## config.mk

```make
export PLATFORM = sky130hd
export DESIGN_NAME = bcl_cfg_latch
export DESIGN_NICKNAME = d
export VERILOG_FILES = /design/src/inc/bcl_pkg.sv /design/src/inc/bcl_reg_if.sv /design/src/logic/bcl_i2c_tgt.sv /design/src/logic/bcl_cfg_latch.sv
export VERILOG_INCLUDE_DIRS = /design/src /design/src/inc
export SDC_FILE = /design/constraint.sdc
export NUM_CORES = 1
export LEC_CHECK = 0
export ABC_AREA = 1
export BUFFER_PORTS_ARGS = -buffer_cell sky130_fd_sc_hd__buf_2
export CAP_MARGIN = 10
export CORE_ASPECT_RATIO = 1.25
export CORE_MARGIN = 5
export CORE_UTILIZATION = 64
export CTS_BUF_LIST = sky130_fd_sc_hd__clkbuf_4 sky130_fd_sc_hd__clkbuf_8
export CTS_CLUSTER_SIZE = 16
export DETAILED_ROUTE_END_ITERATION = 12
export GPL_ROUTABILITY_DRIVEN = 0
export GPL_TIMING_DRIVEN = 0
export PLACE_DENSITY = 0.82
export SYNTH_ARGS = -nofsm -noshare
export SYNTH_HDL_FRONTEND = slang
export SYNTH_HIERARCHICAL = 1
export SYNTH_SLANG_ARGS = --single-unit
```

## constraint.sdc

```tcl
create_clock -name ref_clk -period 2.3 [get_ports ref_clk]
set_input_delay 0.345 -clock ref_clk [delete_from_list [all_inputs] [get_ports ref_clk]]
set_output_delay 0.345 -clock ref_clk [all_outputs]
set_load 0.05 [all_outputs]
```

## src/inc/bcl_params.svh

```systemverilog
`ifndef BCL_PARAMS_SVH
`define BCL_PARAMS_SVH

// clock rate and the window after reset release in which the bus is probed
`define BCL_CLK_MHZ         20
`define BCL_PROBE_NS        1000
`define BCL_PROBE_CYC       ((`BCL_PROBE_NS * `BCL_CLK_MHZ + 999) / 1000)

// serial target address, 7 bits
`define BCL_TGT_ADDR        7'h2C

// register offsets
`define BCL_OFS_AC_LVL      8'h01
`define BCL_OFS_CFG_HOLD    8'h03
`define BCL_OFS_DC_LVL      8'h0E

// field positions
`define BCL_AC_LSB          4
`define BCL_AC_MSB          6
`define BCL_DC_LSB          0
`define BCL_DC_MSB          2
`define BCL_CFG_HOLD_BIT    0

// dc level encodings
`define BCL_DC_LOW          3'h3
`define BCL_DC_MID          3'h5
`define BCL_DC_HIGH         3'h7

// ac level encodings, levels 0 to 3
`define BCL_AC_L0           3'h0
`define BCL_AC_L1           3'h1
`define BCL_AC_L2           3'h3
`define BCL_AC_L3           3'h7

// tri-level dc strap codes as delivered by the pin decoder
`define BCL_STRAP_L         2'h0
`define BCL_STRAP_M         2'h1
`define BCL_STRAP_H         2'h2

`define BCL_CFG_HOLD_RST    1'b1

`endif

```

## src/inc/bcl_pkg.sv

```systemverilog
`default_nettype none

package bcl_pkg;

	// top sequencer: shutdown, bus probe window, running
	typedef enum logic [1:0] {
		SEQ_SHUT,
		SEQ_PROBE,
		SEQ_RUN
	} bcl_seq_st_t;

	// serial target byte engine
	typedef enum logic [2:0] {
		TGT_IDLE,
		TGT_ADDR,
		TGT_ACK_A,
		TGT_WR,
		TGT_ACK_W,
		TGT_RD,
		TGT_ACK_R
	} bcl_tgt_st_t;

endpackage : bcl_pkg

`default_nettype wire

```

## src/inc/bcl_reg_if.sv

```systemverilog
`default_nettype none

// register access path between the serial target and the register file
interface bcl_reg_if;
	logic       en;
	logic       wr_en;
	logic [7:0] addr;
	logic [7:0] wdata;
	logic [7:0] rdata;

	modport tgt (
		input  en,
		input  rdata,
		output wr_en,
		output addr,
		output wdata
	);

	modport regs (
		output en,
		output rdata,
		input  wr_en,
		input  addr,
		input  wdata
	);
endinterface : bcl_reg_if

`default_nettype wire

```

## src/logic/bcl_i2c_tgt.sv

```systemverilog
`include "bcl_params.svh"
`default_nettype none

module bcl_i2c_tgt (
	input  wire logic ref_clk,
	input  wire logic rst,
	input  wire logic scl,
	input  wire logic sda_i,
	output logic      sda_o,
	output logic      sda_oe,
	bcl_reg_if.tgt    rb
);

	bcl_pkg::bcl_tgt_st_t st_r, st_nxt;
	logic [3:0] cnt_r, cnt_nxt;
	logic [7:0] sh_r, sh_nxt;
	logic [7:0] ptr_r, ptr_nxt;
	logic       first_r, first_nxt;
	logic       rw_r, rw_nxt;
	logic       oe_r, oe_nxt;
	logic       wr_r, wr_nxt;
	logic [7:0] wd_r, wd_nxt;
	logic       scl_q, sda_q;
	logic       rise, fall, start, stop;

	// bus edges and framing conditions
	assign rise  = scl & ~scl_q;
	assign fall  = ~scl & scl_q;
	assign start = scl & scl_q & sda_q & ~sda_i;
	assign stop  = scl & scl_q & ~sda_q & sda_i;

	// open drain: only ever pull low
	assign sda_o    = 1'b0;
	assign sda_oe   = oe_r;
	assign rb.wr_en = wr_r;
	assign rb.addr  = ptr_r;
	assign rb.wdata = wd_r;

	// byte engine next state
	always_comb begin
		st_nxt    = st_r;
		cnt_nxt   = cnt_r;
		sh_nxt    = sh_r;
		ptr_nxt   = ptr_r;
		first_nxt = first_r;
		rw_nxt    = rw_r;
		oe_nxt    = oe_r;
		wr_nxt    = 1'b0;
		wd_nxt    = wd_r;
		if (!rb.en || stop) begin
			st_nxt = bcl_pkg::TGT_IDLE;
			oe_nxt = 1'b0;
		end else if (start) begin
			st_nxt    = bcl_pkg::TGT_ADDR;
			cnt_nxt   = 4'h0;
			first_nxt = 1'b1;
			oe_nxt    = 1'b0;
		end else begin
			case (st_r)
				bcl_pkg::TGT_ADDR, bcl_pkg::TGT_WR: begin
					if (rise) begin
						sh_nxt  = {sh_r[6:0], sda_i};
						cnt_nxt = cnt_r + 4'h1;
					end else if (fall && cnt_r == 4'h8) begin
						if (st_r == bcl_pkg::TGT_ADDR) begin
							// foreign address: stay off the bus
							if (sh_r[7:1] == `BCL_TGT_ADDR) begin
								st_nxt = bcl_pkg::TGT_ACK_A;
								oe_nxt = 1'b1;
								rw_nxt = sh_r[0];
							end else begin
								st_nxt = bcl_pkg::TGT_IDLE;
							end
						end else begin
							st_nxt = bcl_pkg::TGT_ACK_W;
							oe_nxt = 1'b1;
							// first data byte is the register pointer
							if (first_r) begin
								ptr_nxt   = sh_r;
								first_nxt = 1'b0;
							end else begin
								wr_nxt  = 1'b1;
								wd_nxt  = sh_r;
							end
						end
					end
				end
				bcl_pkg::TGT_ACK_A: begin
					if (fall) begin
						cnt_nxt = 4'h0;
						if (rw_r) begin
							st_nxt = bcl_pkg::TGT_RD;
							sh_nxt = rb.rdata;
							oe_nxt = ~rb.rdata[7];
						end else begin
							st_nxt = bcl_pkg::TGT_WR;
							oe_nxt = 1'b0;
						end
					end
				end
				bcl_pkg::TGT_ACK_W: begin
					if (fall) begin
						// auto increment after each stored byte
						if (wr_r) ptr_nxt = ptr_r + 8'h01;
						st_nxt  = bcl_pkg::TGT_WR;
						cnt_nxt = 4'h0;
						oe_nxt  = 1'b0;
					end else if (wr_r) begin
						ptr_nxt = ptr_r + 8'h01;
					end
				end
				bcl_pkg::TGT_RD: begin
					if (fall) begin
						if (cnt_r == 4'h7) begin
							st_nxt  = bcl_pkg::TGT_ACK_R;
							oe_nxt  = 1'b0;
							ptr_nxt = ptr_r + 8'h01;
						end else begin
							sh_nxt  = {sh_r[6:0], 1'b0};
							oe_nxt  = ~sh_r[6];
							cnt_nxt = cnt_r + 4'h1;
						end
					end
				end
				bcl_pkg::TGT_ACK_R: begin
					// master nack ends the read burst
					if (rise && sda_i) begin
						st_nxt = bcl_pkg::TGT_IDLE;
					end else if (fall) begin
						st_nxt  = bcl_pkg::TGT_RD;
						cnt_nxt = 4'h0;
						sh_nxt  = rb.rdata;
						oe_nxt  = ~rb.rdata[7];
					end
				end
				default: st_nxt = bcl_pkg::TGT_IDLE;
			endcase
		end
	end

	// byte engine registers
	always_ff @(posedge ref_clk or posedge rst) begin
		if (rst) begin
			st_r    <= bcl_pkg::TGT_IDLE;
			cnt_r   <= 4'h0;
			sh_r    <= 8'h00;
			ptr_r   <= 8'h00;
			first_r <= 1'b0;
			rw_r    <= 1'b0;
			oe_r    <= 1'b0;
			wr_r    <= 1'b0;
			wd_r    <= 8'h00;
			scl_q   <= 1'b1;
			sda_q   <= 1'b1;
		end else begin
			st_r    <= st_nxt;
			cnt_r   <= cnt_nxt;
			sh_r    <= sh_nxt;
			ptr_r   <= ptr_nxt;
			first_r <= first_nxt;
			rw_r    <= rw_nxt;
			oe_r    <= oe_nxt;
			wr_r    <= wr_nxt;
			wd_r    <= wd_nxt;
			scl_q   <= scl;
			sda_q   <= sda_i;
		end
	end

endmodule : bcl_i2c_tgt

`default_nettype wire

```

## src/logic/bcl_cfg_latch.sv

```systemverilog
// Overview of operation
// - The dc gain level is a three-bit read/write field in bits 2:0 at 0x0E.
// - Dc level 011 is 40 mV, 101 is 60 mV (default), 111 is 80 mV.
// - At reset the dc level is loaded from the tri-level dc strap.
// - Straps are captured once per reset and ignored until the next one.
// - The ac level lives in bits 6:4 at 0x01, loaded from the ac strap.
// - Bus access at target 0x2C needs both lines high at the end of the probe window after release.
`include "bcl_params.svh"
`default_nettype none

module bcl_cfg_latch #(
	parameter int PROBE_CYC = `BCL_PROBE_CYC
) (
	input  wire logic       ref_clk,
	input  wire logic       rst,
	input  wire logic       active_low_reset_pin,
	input  wire logic [1:0] dc_gain_strap,
	input  wire logic [1:0] ac_gain_strap,
	input  wire logic       scl,
	input  wire logic       sda_i,
	output logic            sda_o,
	output logic            sda_oe,
	output logic [2:0]      dc_gain_level,
	output logic [2:0]      ac_gain_level,
	output logic            eq_enable,
	output logic            i2c_mode
);

	// window length must fit the 16-bit probe counter
	if (PROBE_CYC < 1 || PROBE_CYC > 65535) begin : g_probe_chk
		$error("PROBE_CYC out of range");
	end

	bcl_reg_if rb ();

	bcl_pkg::bcl_seq_st_t seq_r, seq_nxt;
	logic [15:0] pcnt_r, pcnt_nxt;
	logic [2:0]  dc_r, dc_nxt;
	logic [2:0]  ac_r, ac_nxt;
	logic        hold_r, hold_nxt;
	logic        i2c_r, i2c_nxt;
	logic        en_r, en_nxt;
	logic [2:0]  dc_strap_enc;
	logic [2:0]  ac_strap_enc;
	logic        capture;
	logic        probe_end;
	logic        lines_hi;
	logic        host_wr;

	// strap decode to register patterns; an illegal dc code falls to mid
	always_comb begin
		case (dc_gain_strap)
			`BCL_STRAP_L: dc_strap_enc = `BCL_DC_LOW;
			`BCL_STRAP_H: dc_strap_enc = `BCL_DC_HIGH;
			default:      dc_strap_enc = `BCL_DC_MID;
		endcase
	end

	// ac strap: four resistor levels map to a thermometer pattern
	always_comb begin
		case (ac_gain_strap)
			2'h0:    ac_strap_enc = `BCL_AC_L0;
			2'h1:    ac_strap_enc = `BCL_AC_L1;
			2'h2:    ac_strap_enc = `BCL_AC_L2;
			default: ac_strap_enc = `BCL_AC_L3;
		endcase
	end

	// strap capture, probe end and host write, each gated by the pin
	assign capture   = active_low_reset_pin && seq_r == bcl_pkg::SEQ_SHUT;
	assign probe_end = active_low_reset_pin &&
		seq_r == bcl_pkg::SEQ_PROBE && pcnt_r == 16'(PROBE_CYC - 1);
	assign lines_hi  = scl & sda_i;
	assign host_wr   = active_low_reset_pin && seq_r == bcl_pkg::SEQ_RUN &&
		rb.wr_en && i2c_r;

	// reset sequencer next state; a low pin wins over every state
	always_comb begin
		seq_nxt  = seq_r;
		pcnt_nxt = pcnt_r;
		i2c_nxt  = i2c_r;
		en_nxt   = en_r;
		if (!active_low_reset_pin) begin
			// shutdown: no boost, bus closed; straps reread on release
			seq_nxt = bcl_pkg::SEQ_SHUT;
			i2c_nxt = 1'b0;
			en_nxt  = 1'b0;
		end else begin
			case (seq_r)
				bcl_pkg::SEQ_SHUT: begin
					// single capture point; later strap moves are ignored
					pcnt_nxt = 16'h0000;
					seq_nxt  = bcl_pkg::SEQ_PROBE;
				end
				bcl_pkg::SEQ_PROBE: begin
					if (probe_end) begin
						// both lines high at window end opens the bus
						i2c_nxt = lines_hi;
						seq_nxt = bcl_pkg::SEQ_RUN;
					end else begin
						pcnt_nxt = pcnt_r + 16'h0001;
					end
				end
				bcl_pkg::SEQ_RUN: begin
					// boost restarts once the hold bit is cleared
					en_nxt = ~hold_nxt;
				end
				default: seq_nxt = bcl_pkg::SEQ_SHUT;
			endcase
		end
	end

	// sequencer state
	always_ff @(posedge ref_clk or posedge rst) begin
		if (rst) begin
			seq_r  <= bcl_pkg::SEQ_SHUT;
			pcnt_r <= 16'h0000;
			i2c_r  <= 1'b0;
			en_r   <= 1'b0;
		end else begin
			seq_r  <= seq_nxt;
			pcnt_r <= pcnt_nxt;
			i2c_r  <= i2c_nxt;
			en_r   <= en_nxt;
		end
	end

	// register file next values; levels hold through shutdown and are
	// overwritten at release
	always_comb begin
		dc_nxt   = dc_r;
		ac_nxt   = ac_r;
		hold_nxt = hold_r;
		if (capture) begin
			dc_nxt   = dc_strap_enc;
			ac_nxt   = ac_strap_enc;
			hold_nxt = `BCL_CFG_HOLD_RST;
		end else if (probe_end && !lines_hi) begin
			// no host on the bus could ever clear the hold bit
			hold_nxt = 1'b0;
		end else if (host_wr) begin
			case (rb.addr)
				`BCL_OFS_DC_LVL:
					dc_nxt = rb.wdata[`BCL_DC_MSB:`BCL_DC_LSB];
				`BCL_OFS_AC_LVL:
					ac_nxt = rb.wdata[`BCL_AC_MSB:`BCL_AC_LSB];
				`BCL_OFS_CFG_HOLD:
					hold_nxt = rb.wdata[`BCL_CFG_HOLD_BIT];
				default: ;
			endcase
		end
	end

	// register file state; dc resets to mid and ac to level 0, both only
	// until the first capture after release
	always_ff @(posedge ref_clk or posedge rst) begin
		if (rst) begin
			dc_r   <= `BCL_DC_MID;
			ac_r   <= `BCL_AC_L0;
			hold_r <= `BCL_CFG_HOLD_RST;
		end else begin
			dc_r   <= dc_nxt;
			ac_r   <= ac_nxt;
			hold_r <= hold_nxt;
		end
	end

	// read mux; reserved bits and unmapped offsets read zero
	always_comb begin
		rb.rdata = 8'h00;
		case (rb.addr)
			`BCL_OFS_DC_LVL:
				rb.rdata[`BCL_DC_MSB:`BCL_DC_LSB] = dc_r;
			`BCL_OFS_AC_LVL:
				rb.rdata[`BCL_AC_MSB:`BCL_AC_LSB] = ac_r;
			`BCL_OFS_CFG_HOLD:
				rb.rdata[`BCL_CFG_HOLD_BIT] = hold_r;
			default: rb.rdata = 8'h00;
		endcase
	end

	// outputs straight from flip-flops
	assign rb.en         = i2c_r;
	assign dc_gain_level = dc_r;
	assign ac_gain_level = ac_r;
	assign eq_enable     = en_r;
	assign i2c_mode      = i2c_r;

	// serial target; closed whenever the bus probe failed
	bcl_i2c_tgt u_tgt (
		.ref_clk (ref_clk),
		.rst     (rst),
		.scl     (scl),
		.sda_i   (sda_i),
		.sda_o   (sda_o),
		.sda_oe  (sda_oe),
		.rb      (rb)
	);

endmodule : bcl_cfg_latch

`default_nettype wire

```

==> results of run 1 <==
flip-flops by register name, indices dropped and copies added, names as in the netlist, 2 cells and up:
| name | cells |
|---|---|
| u_tgt/rb.addr | 8 |
| pcnt_r | 16 |
| u_tgt/rb.wdata | 6 |
| seq_r | 2 |
| u_tgt/cnt_r | 4 |
| u_tgt/sh_r | 8 |
| dc_gain_level | 3 |
| ac_gain_level | 3 |
| u_tgt/st_r | 3 |
where the power goes:
| part | total [uW] | internal, uW | switching (uW) |
|---|---|---|---|
| sequential | 1130 | 1110 | 17.3 |
| combinational | 196 | 53.7 | 143 |
| clock | 859 | 416 | 443 |
final cells by class:
type                       instances  area (um^2)
clock buffer                      11          139
sequential                        62         1560
fill                             510         1730
timing repair buffer              18          113
inverter                          64          240
clock inverter                     5         36.3
tap                               85          106
buffer                            13          111
multi-input combinational        452         2170
per-layer routing:
metal | global-route usage (%) | up-vias | part of all wire [%]
li1 | - | 1948 | -
met1 | 31.3 | 1861 | 42
met2 | 44.7 | 118 | 51
met3 | 4.44 | 31 | 4.4
met4 | 11.7 | 0 | 3.2
met5 | 0 | - | 0
cells in the final DEF (no fill, tap or decap), types with 2 or more instances in the layout:
| cell | instances |
|---|---|
| nand3_1 | 56 |
| conb_1 | 3 |
| clkinv_2 | 2 |
| nor2_4 | 3 |
| clkinv_4 | 3 |
| nand3_2 | 2 |
| xor2_1 | 7 |
| nor2_2 | 6 |
| o21ai_0 | 33 |
| nand3b_1 | 4 |
| buf_4 | 6 |
| dfstp_2 | 5 |
| inv_1 | 56 |
| ha_1 | 4 |
| buf_2 | 19 |
| nand2_1 | 193 |
| o21ai_1 | 11 |
| a21oi_1 | 2 |
| nand4_1 | 14 |
| nand2_2 | 6 |
| clkbuf_4 | 2 |
| inv_2 | 8 |
| dfrtp_1 | 57 |
| nor3_1 | 2 |
| o21ai_2 | 16 |
| clkbuf_8 | 9 |
| buf_6 | 5 |
| nor2_1 | 77 |
worst max-delay path: cells and delay by family (launching register included):
family	cells	cell delay, ns
AOI/OAI and AO/OA	1	0.05
buffers and inverters	4	0.45
and+or+nand+nor	5	0.62
DFF	1	0.56
metrics by stage:
stage          std cells  hold slack (ns)  cell area (um^2)  power [uW]  worst slack, ns
6_report             710           0.0462              4470        2190            0.521
3_3_place_gp         693            0.461              4270        1340            0.556
5_1_grt              710           0.0950              4470        2270            0.371
3_5_place_dp         694            0.427              4300        1350            0.555
4_1_cts              710           0.0572              4470        2200            0.542
2_1_floorplan        591            0.349              4080        1290            0.708
worst min path at each step:
| stage | start | endpoint | slack (ns) | depth (start not counted) |
|---|---|---|---|---|
| after floorplan | scl | u_tgt/scl_q$_DFF_PP1_ | 0.35 | 0 |
| after CTS | rst | u_tgt/rw_r$_DFFE_PP0P_ | 0.06 | 2 |
| after detailed placement | rst | u_tgt/rb.wr_en$_DFF_PP0_ | 0.43 | 2 |
| after global routing | rst | u_tgt/rw_r$_DFFE_PP0P_ | 0.09 | 2 |
| final | rst | u_tgt/rw_r$_DFFE_PP0P_ | 0.05 | 2 |
| after global placement | u_tgt/sda_oe$_DFFE_PP0P_ | u_tgt/sda_oe$_DFFE_PP0P_ | 0.46 | 2 |
==> flow_summary.toml, run 1 <==
[critical_path]
cp.arrival_ns = 2.02
cp_cell_sequence = "inv_1, nor2_1, inv_1, nor2_1, inv_1, nor2_2, nand2_2, buf_6, nand2_1, o21ai_2"
critPathKind = "flop to flop"
r2r-start = "u_tgt/scl_q$_DFF_PP1_"
crit_fanout = 8
cp-start-kind = "flop"
ff2ff_path_depth = 10
slowest_stage = "dfstp_2"
worstPathRequired_ns = 2.54
crit_end = "u_tgt/rb.wdata[0]$_DFFE_PP0P_"
reg2reg_slack_ns = 0.52
cpPeakStageDelay_ns = 0.56
endpoint_kind = "flop"
cp_common_cell = "inv_1"
crit_start = "u_tgt/scl_q$_DFF_PP1_"
r2r_end = "u_tgt/rb.wdata[0]$_DFFE_PP0P_"

[clock_network]
cts_sinks = 62
cts_root_buffer = "clkbuf_8"
clkTransAtPathRegs_ns = 0.07
cts_tree = "yes"
cts-resized-gates = 0
h-tree-depth = 3
numCtsBuffers = 9
clk_latency_ns = 0.35
cts_hold_buf = 0
post_cts_buffers = 0
cts_buffer_depth = 2

[synthesis]
syn_area_um2 = 4080
yosys_warnings = 6
synth.avg_cell_area_um2 = 6.91
syn_inst = 590

[global_route]
grt_max_degree = 28
grt_usage_pct = 26.0
grt_pass1_wl_um = 16500
antenna_found_initial = 0
grt_overflow_total = 0
grt_pass1_vias = 3703

[floorplanning]
start_util_pct = 65.7
fp-row-count = 32
io_pins = 19
fp.dieArea_um2 = 8080
core-area_um2 = 6210
die_y_um = 99.2
die_w_um = 81.4

[routing]
totalWireLength_um = 9790
num_vias = 3958
drtPass1Iterations = 5
routed_via_density = 5.57
drt_iter0_markers = 283
ant_nets = 0
drc = 0
routedWlPerCell_um = 13.8

[timing]
fin_worst_skew_ns = 0.00745
rsz0062_at_grt = "false"
period_minus_slack_ns = 1.78
finalSetupViolations = 0
hold_viol = 0
relSlewSlack_pct = 32.4
fin_setup_tns_ns = 0
slew_violations = 0
fin_crit_sh_pct = 77.4
worst_slew_pin_slew_ns = 1.01
fmax_mhz = 562

[power]
power_density_nw_per_um2 = 489
p_leak_uw = 0.00219
irDropWorstVdd_v = 0.000320

[flow_run]
maxCapViolations = 0

[layout]
fin_nets = 633
final_util_pct = 72.1
area_delta_synth_final_pct = 9.76
final_layout_size_suffix_gt1_share_pct = 15.8
n_antenna_cell = 0

[placed_design]
port-buffer-count = 17
hpwl_um = 7270

[run_status]
status = "finished, final reports clean"

[hold_path]
hold_class = "input port to asynchronous set/reset pin"
No activity file was read; power rests on OpenSTA's default activity.
==> run 2: changes to the inputs <==
--- a/config.mk
+++ b/config.mk
@@ -11,13 +11,13 @@
 export CAP_MARGIN = 10
 export CORE_ASPECT_RATIO = 1.25
 export CORE_MARGIN = 5
-export CORE_UTILIZATION = 64
+export CORE_UTILIZATION = 58
 export CTS_BUF_LIST = sky130_fd_sc_hd__clkbuf_4 sky130_fd_sc_hd__clkbuf_8
 export CTS_CLUSTER_SIZE = 16
 export DETAILED_ROUTE_END_ITERATION = 12
 export GPL_ROUTABILITY_DRIVEN = 0
 export GPL_TIMING_DRIVEN = 0
-export PLACE_DENSITY = 0.82
+export PLACE_DENSITY = 0.79
 export SYNTH_ARGS = -nofsm -noshare
 export SYNTH_HDL_FRONTEND = slang
 export SYNTH_HIERARCHICAL = 1
==> constraint.sdc (replaced) <==
create_clock -name ref_clk -period 1.5 [get_ports ref_clk]
set_input_delay 0.225 -clock ref_clk [delete_from_list [all_inputs] [get_ports ref_clk]]
set_output_delay 0.225 -clock ref_clk [all_outputs]
set_load 0.05 [all_outputs]
==> run 2 against run 1 <==
Compared with the run above: the flow now finishes with violations (negative setup slack); clock skew grew 0.0059 ns; die area grew 9.2%; global-route usage shrank 0.74 points; routed wire length grew 15%; total power grew 69%; sequential cell count is the same; sequential share of layout area shrank 3.9 points; critical path depth is the same; utilization grew 1.5 points; worst hold slack lost 0.024 ns; maximum frequency grew 4.9%; non-clock buffer count grew 30.
==> flow_summary.toml, run 2 (synthesis gave the netlist of run 1 again) <==
[run_status]
status = "finished, violations left"
violations = "negative setup slack"

[power]
power_density_nw_per_um2 = 731
p_leak_uw = 0.00239
irDropWorstVdd_v = 0.000482

[layout]
regMostFlops = "pcnt_r"
largest_reg_flops = 16
area_delta_synth_final_pct = 24.3
fin_nets = 663
n_antenna_cell = 0
final_common_cell = "nand2_1"
ff_latch_area_um2 = 1570
final_util_pct = 73.5
fillers = 545
final_layout_size_suffix_gt1_share_pct = 28.7
final_cell_mix = "nand2_1, nor2_1, nand3_1"
multi_input_area_um2 = 2430

[global_route]
grt_pass1_wl_um = 18300
grt_max_degree = 28
grt_pass1_vias = 4127
grt_overflow_total = 0
antenna_found_initial = 0
grt_usage_pct = 25.3

[timing]
hold_viol = 0
slew_violations = 0
fmax_mhz = 590
finalSetupViolations = 35
worst_slew_pin_slew_ns = 0.596
fin_worst_skew_ns = 0.0133
period_minus_slack_ns = 1.70
fin_setup_tns_ns = -3.79
finalWorstSetupSlack_ns = -0.196
fin_crit_sh_pct = 113
rsz0062_at_grt = "true"
relSlewSlack_pct = 60.2

[critical_path]
cpPeakStageDelay_ns = 0.59
critPathKind = "flop to flop"
cp.arrival_ns = 1.93
crit_family = "flip-flops"
worstPathRequired_ns = 1.74
cp_common_cell = "nor2_4"
cp_cell_sequence = "inv_2, nor2_4, inv_4, nor2_4, inv_2, nor2_4, nand2_4, buf_8, nand2_4, o21ai_2"
crit_fanout = 8
cp-start-kind = "flop"
endpoint_kind = "flop"
slowest_stage = "dfstp_2"
reg2reg_slack_ns = -0.20
critPathBufInv = 4

[clock_network]
cts_root_buffer = "clkbuf_8"
h-tree-depth = 3
clkTransAtPathRegs_ns = 0.08
cts_buffer_depth = 2
cts_tree = "yes"
cts_sinks = 62
numCtsBuffers = 9
clk_latency_ns = 0.35

[floorplanning]
start_util_pct = 59.2
die_w_um = 85.0
core-area_um2 = 6890
fp.dieArea_um2 = 8820
die_y_um = 104
io_pins = 19
fp-row-count = 34

[placed_design]
hpwl_um = 7500
port-buffer-count = 17
post-place-ws_ns = -0.210

[routing]
drc = 0
totalWireLength_um = 11300
routed_via_density = 5.66
drt_iter0_markers = 287
ant_nets = 0
drtPass1Iterations = 5
routedWlPerCell_um = 15.1
num_vias = 4214

[flow_run]
maxCapViolations = 0

[hold_path]
hold_class = "input port to flop"
[run 2: cell types whose count changed in the layout (fill, tap and decap cells not counted), sizes merged]
| cell | delta |
|---|---|
| bufinv | +1 |
| clkinvlp | +2 |
| buf | +29 |
| dlygate4sd3 | +1 |
| inv | +1 |
| clkinv | -4 |
[run 2: power by group]
part | leakage (uW) | switching (uW) | internal, uW
Combinational | 0.00145 | 250 | 127
Clock | 0.000107 | 720 | 873
Sequential | 0.000830 | 26.2 | 1710
Total | 0.00239 | 996 | 2710
[run 2: worst reg2reg max path, stage by stage, from the launching register on]
cell and delay, ns:
dfstp_2 0.59, inv_2 0.06, nor2_4 0.15, inv_4 0.07, nor2_4 0.13, inv_2 0.08, nor2_4 0.15, nand2_4 0.10
buf_8 0.16, nand2_4 0.06, o21ai_2 0.05
[run 2: cell type report]
type,count,area share [%]
buffer,13,2.49
sequential,62,30.9
clock buffer,11,2.99
clock inverter,5,1.26
tap,90,2.22
timing repair buffer,48,7.23
multi-input combinational,452,48.0
inverter,64,4.86
[run 2: metal layers]
layer / track usage, % / up-vias / wire length, um
met1: 29.6 / 1997 / 4390
met4: 13.0 / 0 / 421
met3: 4.77 / 42 / 536
met5: 0 / - / 0
li1: - / 2016 / -
met2: 43.3 / 159 / 5910
[run 2: worst paths after layout]
kind / startpoint / cells past startpoint / endpoint
setup / recovery: u_tgt/scl_q$_DFF_PP1_ / 10 / u_tgt/rb.wdata[1]$_DFFE_PP0P_
hold / removal: sda_i / 1 / u_tgt/sda_q$_DFF_PP1_
hold reg to reg: u_tgt/sh_r[2]$_DFFE_PP0P_ / 2 / u_tgt/sh_r[2]$_DFFE_PP0P_
max in group asynchronous: rst / 4 / u_tgt/cnt_r[0]$_DFFE_PP0P_
min in group asynchronous: rst / 3 / ac_gain_level[1]$_DFFE_PP0P_
setup reg to reg: u_tgt/scl_q$_DFF_PP1_ / 10 / u_tgt/rb.wdata[1]$_DFFE_PP0P_
[run 2: per-stage QoR]
stage	hold slack, ns	total power (uW)	instance area, um^2	std cells
floorplan	0.229	1980	4100	591
global placement	0.364	2050	4290	698
detailed placement	0.311	2070	4320	699
CTS	0.00792	3700	4820	736
global route	0.0194	3840	5070	745
finish	0.0223	3700	5070	745
[run 2: what timing repair did]
item | 4_1_cts | 5_1_grt
hold endpoints to repair | 9 | 0
setup endpoints to repair | 49 | 76
buffers inserted | 18 | 8
hold buffers | 1 | 0
gates cloned | 2 | 1
pin swaps | 19 | 26
gates resized for setup | 38 | 55
==> run 3: changes to the inputs <==
--- a/config.mk
+++ b/config.mk
@@ -6,7 +6,6 @@
 export SDC_FILE = /design/constraint.sdc
 export NUM_CORES = 1
 export LEC_CHECK = 0
-export ABC_AREA = 1
 export BUFFER_PORTS_ARGS = -buffer_cell sky130_fd_sc_hd__buf_2
 export CAP_MARGIN = 10
 export CORE_ASPECT_RATIO = 1.25
@@ -18,6 +17,7 @@
 export GPL_ROUTABILITY_DRIVEN = 0
 export GPL_TIMING_DRIVEN = 0
 export PLACE_DENSITY = 0.79
+export SLEW_MARGIN = 0
 export SYNTH_ARGS = -nofsm -noshare
 export SYNTH_HDL_FRONTEND = slang
 export SYNTH_HIERARCHICAL = 1
==> constraint.sdc (replaced) <==
create_clock -name ref_clk -period 1.5 [get_ports ref_clk]
set_input_delay 0.225 -clock ref_clk [delete_from_list [all_inputs] [get_ports ref_clk]]
set_output_delay 0.225 -clock ref_clk [all_outputs]
set_load 0.02 [all_outputs]
==> run 3 against run 2 <==
Compared with the run above: the run still ends with negative setup slack left; worst hold slack got worse by 0.0056 ns; critical endpoint is now u_tgt/rb.wdata[5]$_DFFE_PP0P_; die area down 5.5%; sequential share of layout area down 1.7 points; clock-buffer cell count increased by 1; largest power group unchanged.
==> flow_summary.toml, run 3 <==
[critical_path]
cp-start-kind = "flop"
cp.arrival_ns = 2.32
worstPathRequired_ns = 1.73
reg2reg_slack_ns = -0.59
endpoint_kind = "flop"
crit_fanout = 6
critPathKind = "flop to flop"

[timing]
finalSetupViolations = 53
fin_crit_sh_pct = 139
fmax_mhz = 479
finalWorstSetupSlack_ns = -0.588
hold_slack_ns = 0.0167
period_minus_slack_ns = 2.09
worst_slew_pin_slew_ns = 0.683
fin_worst_skew_ns = 0.00930
relSlewSlack_pct = 54.4
hold_viol = 0
rsz0062_at_grt = "true"
fin_setup_tns_ns = -18.14
slew_violations = 0

[layout]
regMostFlops = "pcnt_r"
n_antenna_cell = 0
largest_reg_flops = 16
fin_nets = 519
design_area_um2 = 5380
final_layout_size_suffix_gt1_share_pct = 46.2
area_delta_synth_final_pct = 40.6
final_cell_mix = "nand2_1, dfrtp_1, buf_4"

[clock_network]
h-tree-depth = 3
cts_buffer_depth = 2
cts_tree = "yes"
clk_latency_ns = 0.35
clkTransAtPathRegs_ns = 0.06
cts_root_buffer = "clkbuf_8"
cts_sinks = 62
numCtsBuffers = 9

[routing]
drtPass1Iterations = 5
totalWireLength_um = 12400
routed_via_density = 6.49
drt_iter0_markers = 326
ant_nets = 0
drc = 0
routedWlPerCell_um = 20.7
num_vias = 3881

[power]
swShare_pct = 25.8
clockPowerShare_pct = 40.3
irDropWorstVdd_v = 0.000604
p_leak_uw = 0.00241
power_density_nw_per_um2 = 636
power.share.sequential_pct = 51.0
p_sw_uw = 882
p_comb_share_pct = 8.7
p_int_uw = 2540

[synthesis]
syn_inst = 406
synth.avg_cell_area_um2 = 9.42
syn_area_um2 = 3820
yosys_warnings = 6

[global_route]
grtUsageMet1_pct = 33.1
met2_usage_pct = 44.7
gr-max-usage-layer = "met2"
grt_usage_pct = 27.2
gr-usage-met3_pct = 5.55
grt_pass1_vias = 3583
grt_pass1_wl_um = 17300
grt_max_degree = 28
grt_overflow_total = 0
antenna_found_initial = 0

[placed_design]
place_area_um2 = 4210
post-place-ws_ns = -0.647
hpwl_um = 6370
port-buffer-count = 17

[floorplanning]
die_w_um = 82.6
die_y_um = 101
start_util_pct = 59.0
fp-row-count = 33
io_pins = 19
fp.dieArea_um2 = 8330
core-area_um2 = 6480

[run_status]
status = "finished, violations left"
violations = "negative setup slack"

[flow_run]
maxCapViolations = 0

[hold_path]
hold_class = "input port to flop"
[run 3: worst paths after layout]
kind	start	to	depth (start not counted)
max in group asynchronous	rst	u_tgt/sh_r[6]$_DFFE_PP0P_	4
min in group asynchronous	rst	i2c_mode$_DFFE_PP0P_	3
worst min-delay path	sda_i	u_tgt/sda_q$_DFF_PP1_	1
worst min register to register	u_tgt/rb.wdata[1]$_DFFE_PP0P_	u_tgt/rb.wdata[1]$_DFFE_PP0P_	1
worst max register to register	u_tgt/cnt_r[1]$_DFFE_PP0P_	u_tgt/rb.wdata[5]$_DFFE_PP0P_	9
worst max-delay path	u_tgt/cnt_r[1]$_DFFE_PP0P_	u_tgt/rb.wdata[5]$_DFFE_PP0P_	9
[run 3: final cells by class]
class	instances	area, um^2
clock buffers	12	159
plain buffers	18	140
multi-input cells	312	2540
inverters	14	56.3
fillers	353	1110
well taps	87	109
clock inverters	4	22.5
flip-flops and latches	62	1570
repair buffers	89	777
[run 3: repair_timing]
item	in CTS	in global routing
gates resized for setup	53	67
setup buffers	40	31
pin swaps	29	39
endpoints found under the setup margin	57	72
endpoints found under the hold margin	10	0
cloned	0	1
hold buffers	1	0
[run 3: critical path, stage by stage, from the launching register on]
cell     delay [ns]
dfrtp_1        0.42
inv_2          0.07
ha_2           0.15
and3b_2        0.21
buf_6          0.11
nand2_4        0.05
or2_4          0.25
nor4_4         0.19
buf_6          0.20
mux2_4         0.32
[run 3: stage by stage]
| step | util, % | cells | total power (uW) |
|---|---|---|---|
| after floorplan | - | 408 | 1920 |
| after global placement | 64.5 | 512 | 1980 |
| after detailed placement | 64.9 | 513 | 2000 |
| after CTS | 75.6 | 568 | 3370 |
| after global routing | 82.9 | 598 | 3540 |
| final | 82.9 | 598 | 3420 |
[run 3: power groups by stage]
| stage | Sequential, uW | Combinational [uW] | Clock (uW) |
|---|---|---|---|
| 4_1_cts | 1740 | 261 | 1360 |
| 3_3_place_gp | 1770 | 216 | 0 |
| 6_report | 1740 | 297 | 1380 |
| 5_1_grt | 1750 | 325 | 1460 |
| 2_1_floorplan | 1780 | 142 | 0 |
| 3_5_place_dp | 1770 | 231 | 0 |
[run 3: layer usage]
layer	vias to the layer above	wire, um
li1	1673	-
met1	1922	4670
met2	219	6380
met3	67	731
met4	0	608
met5	-	0
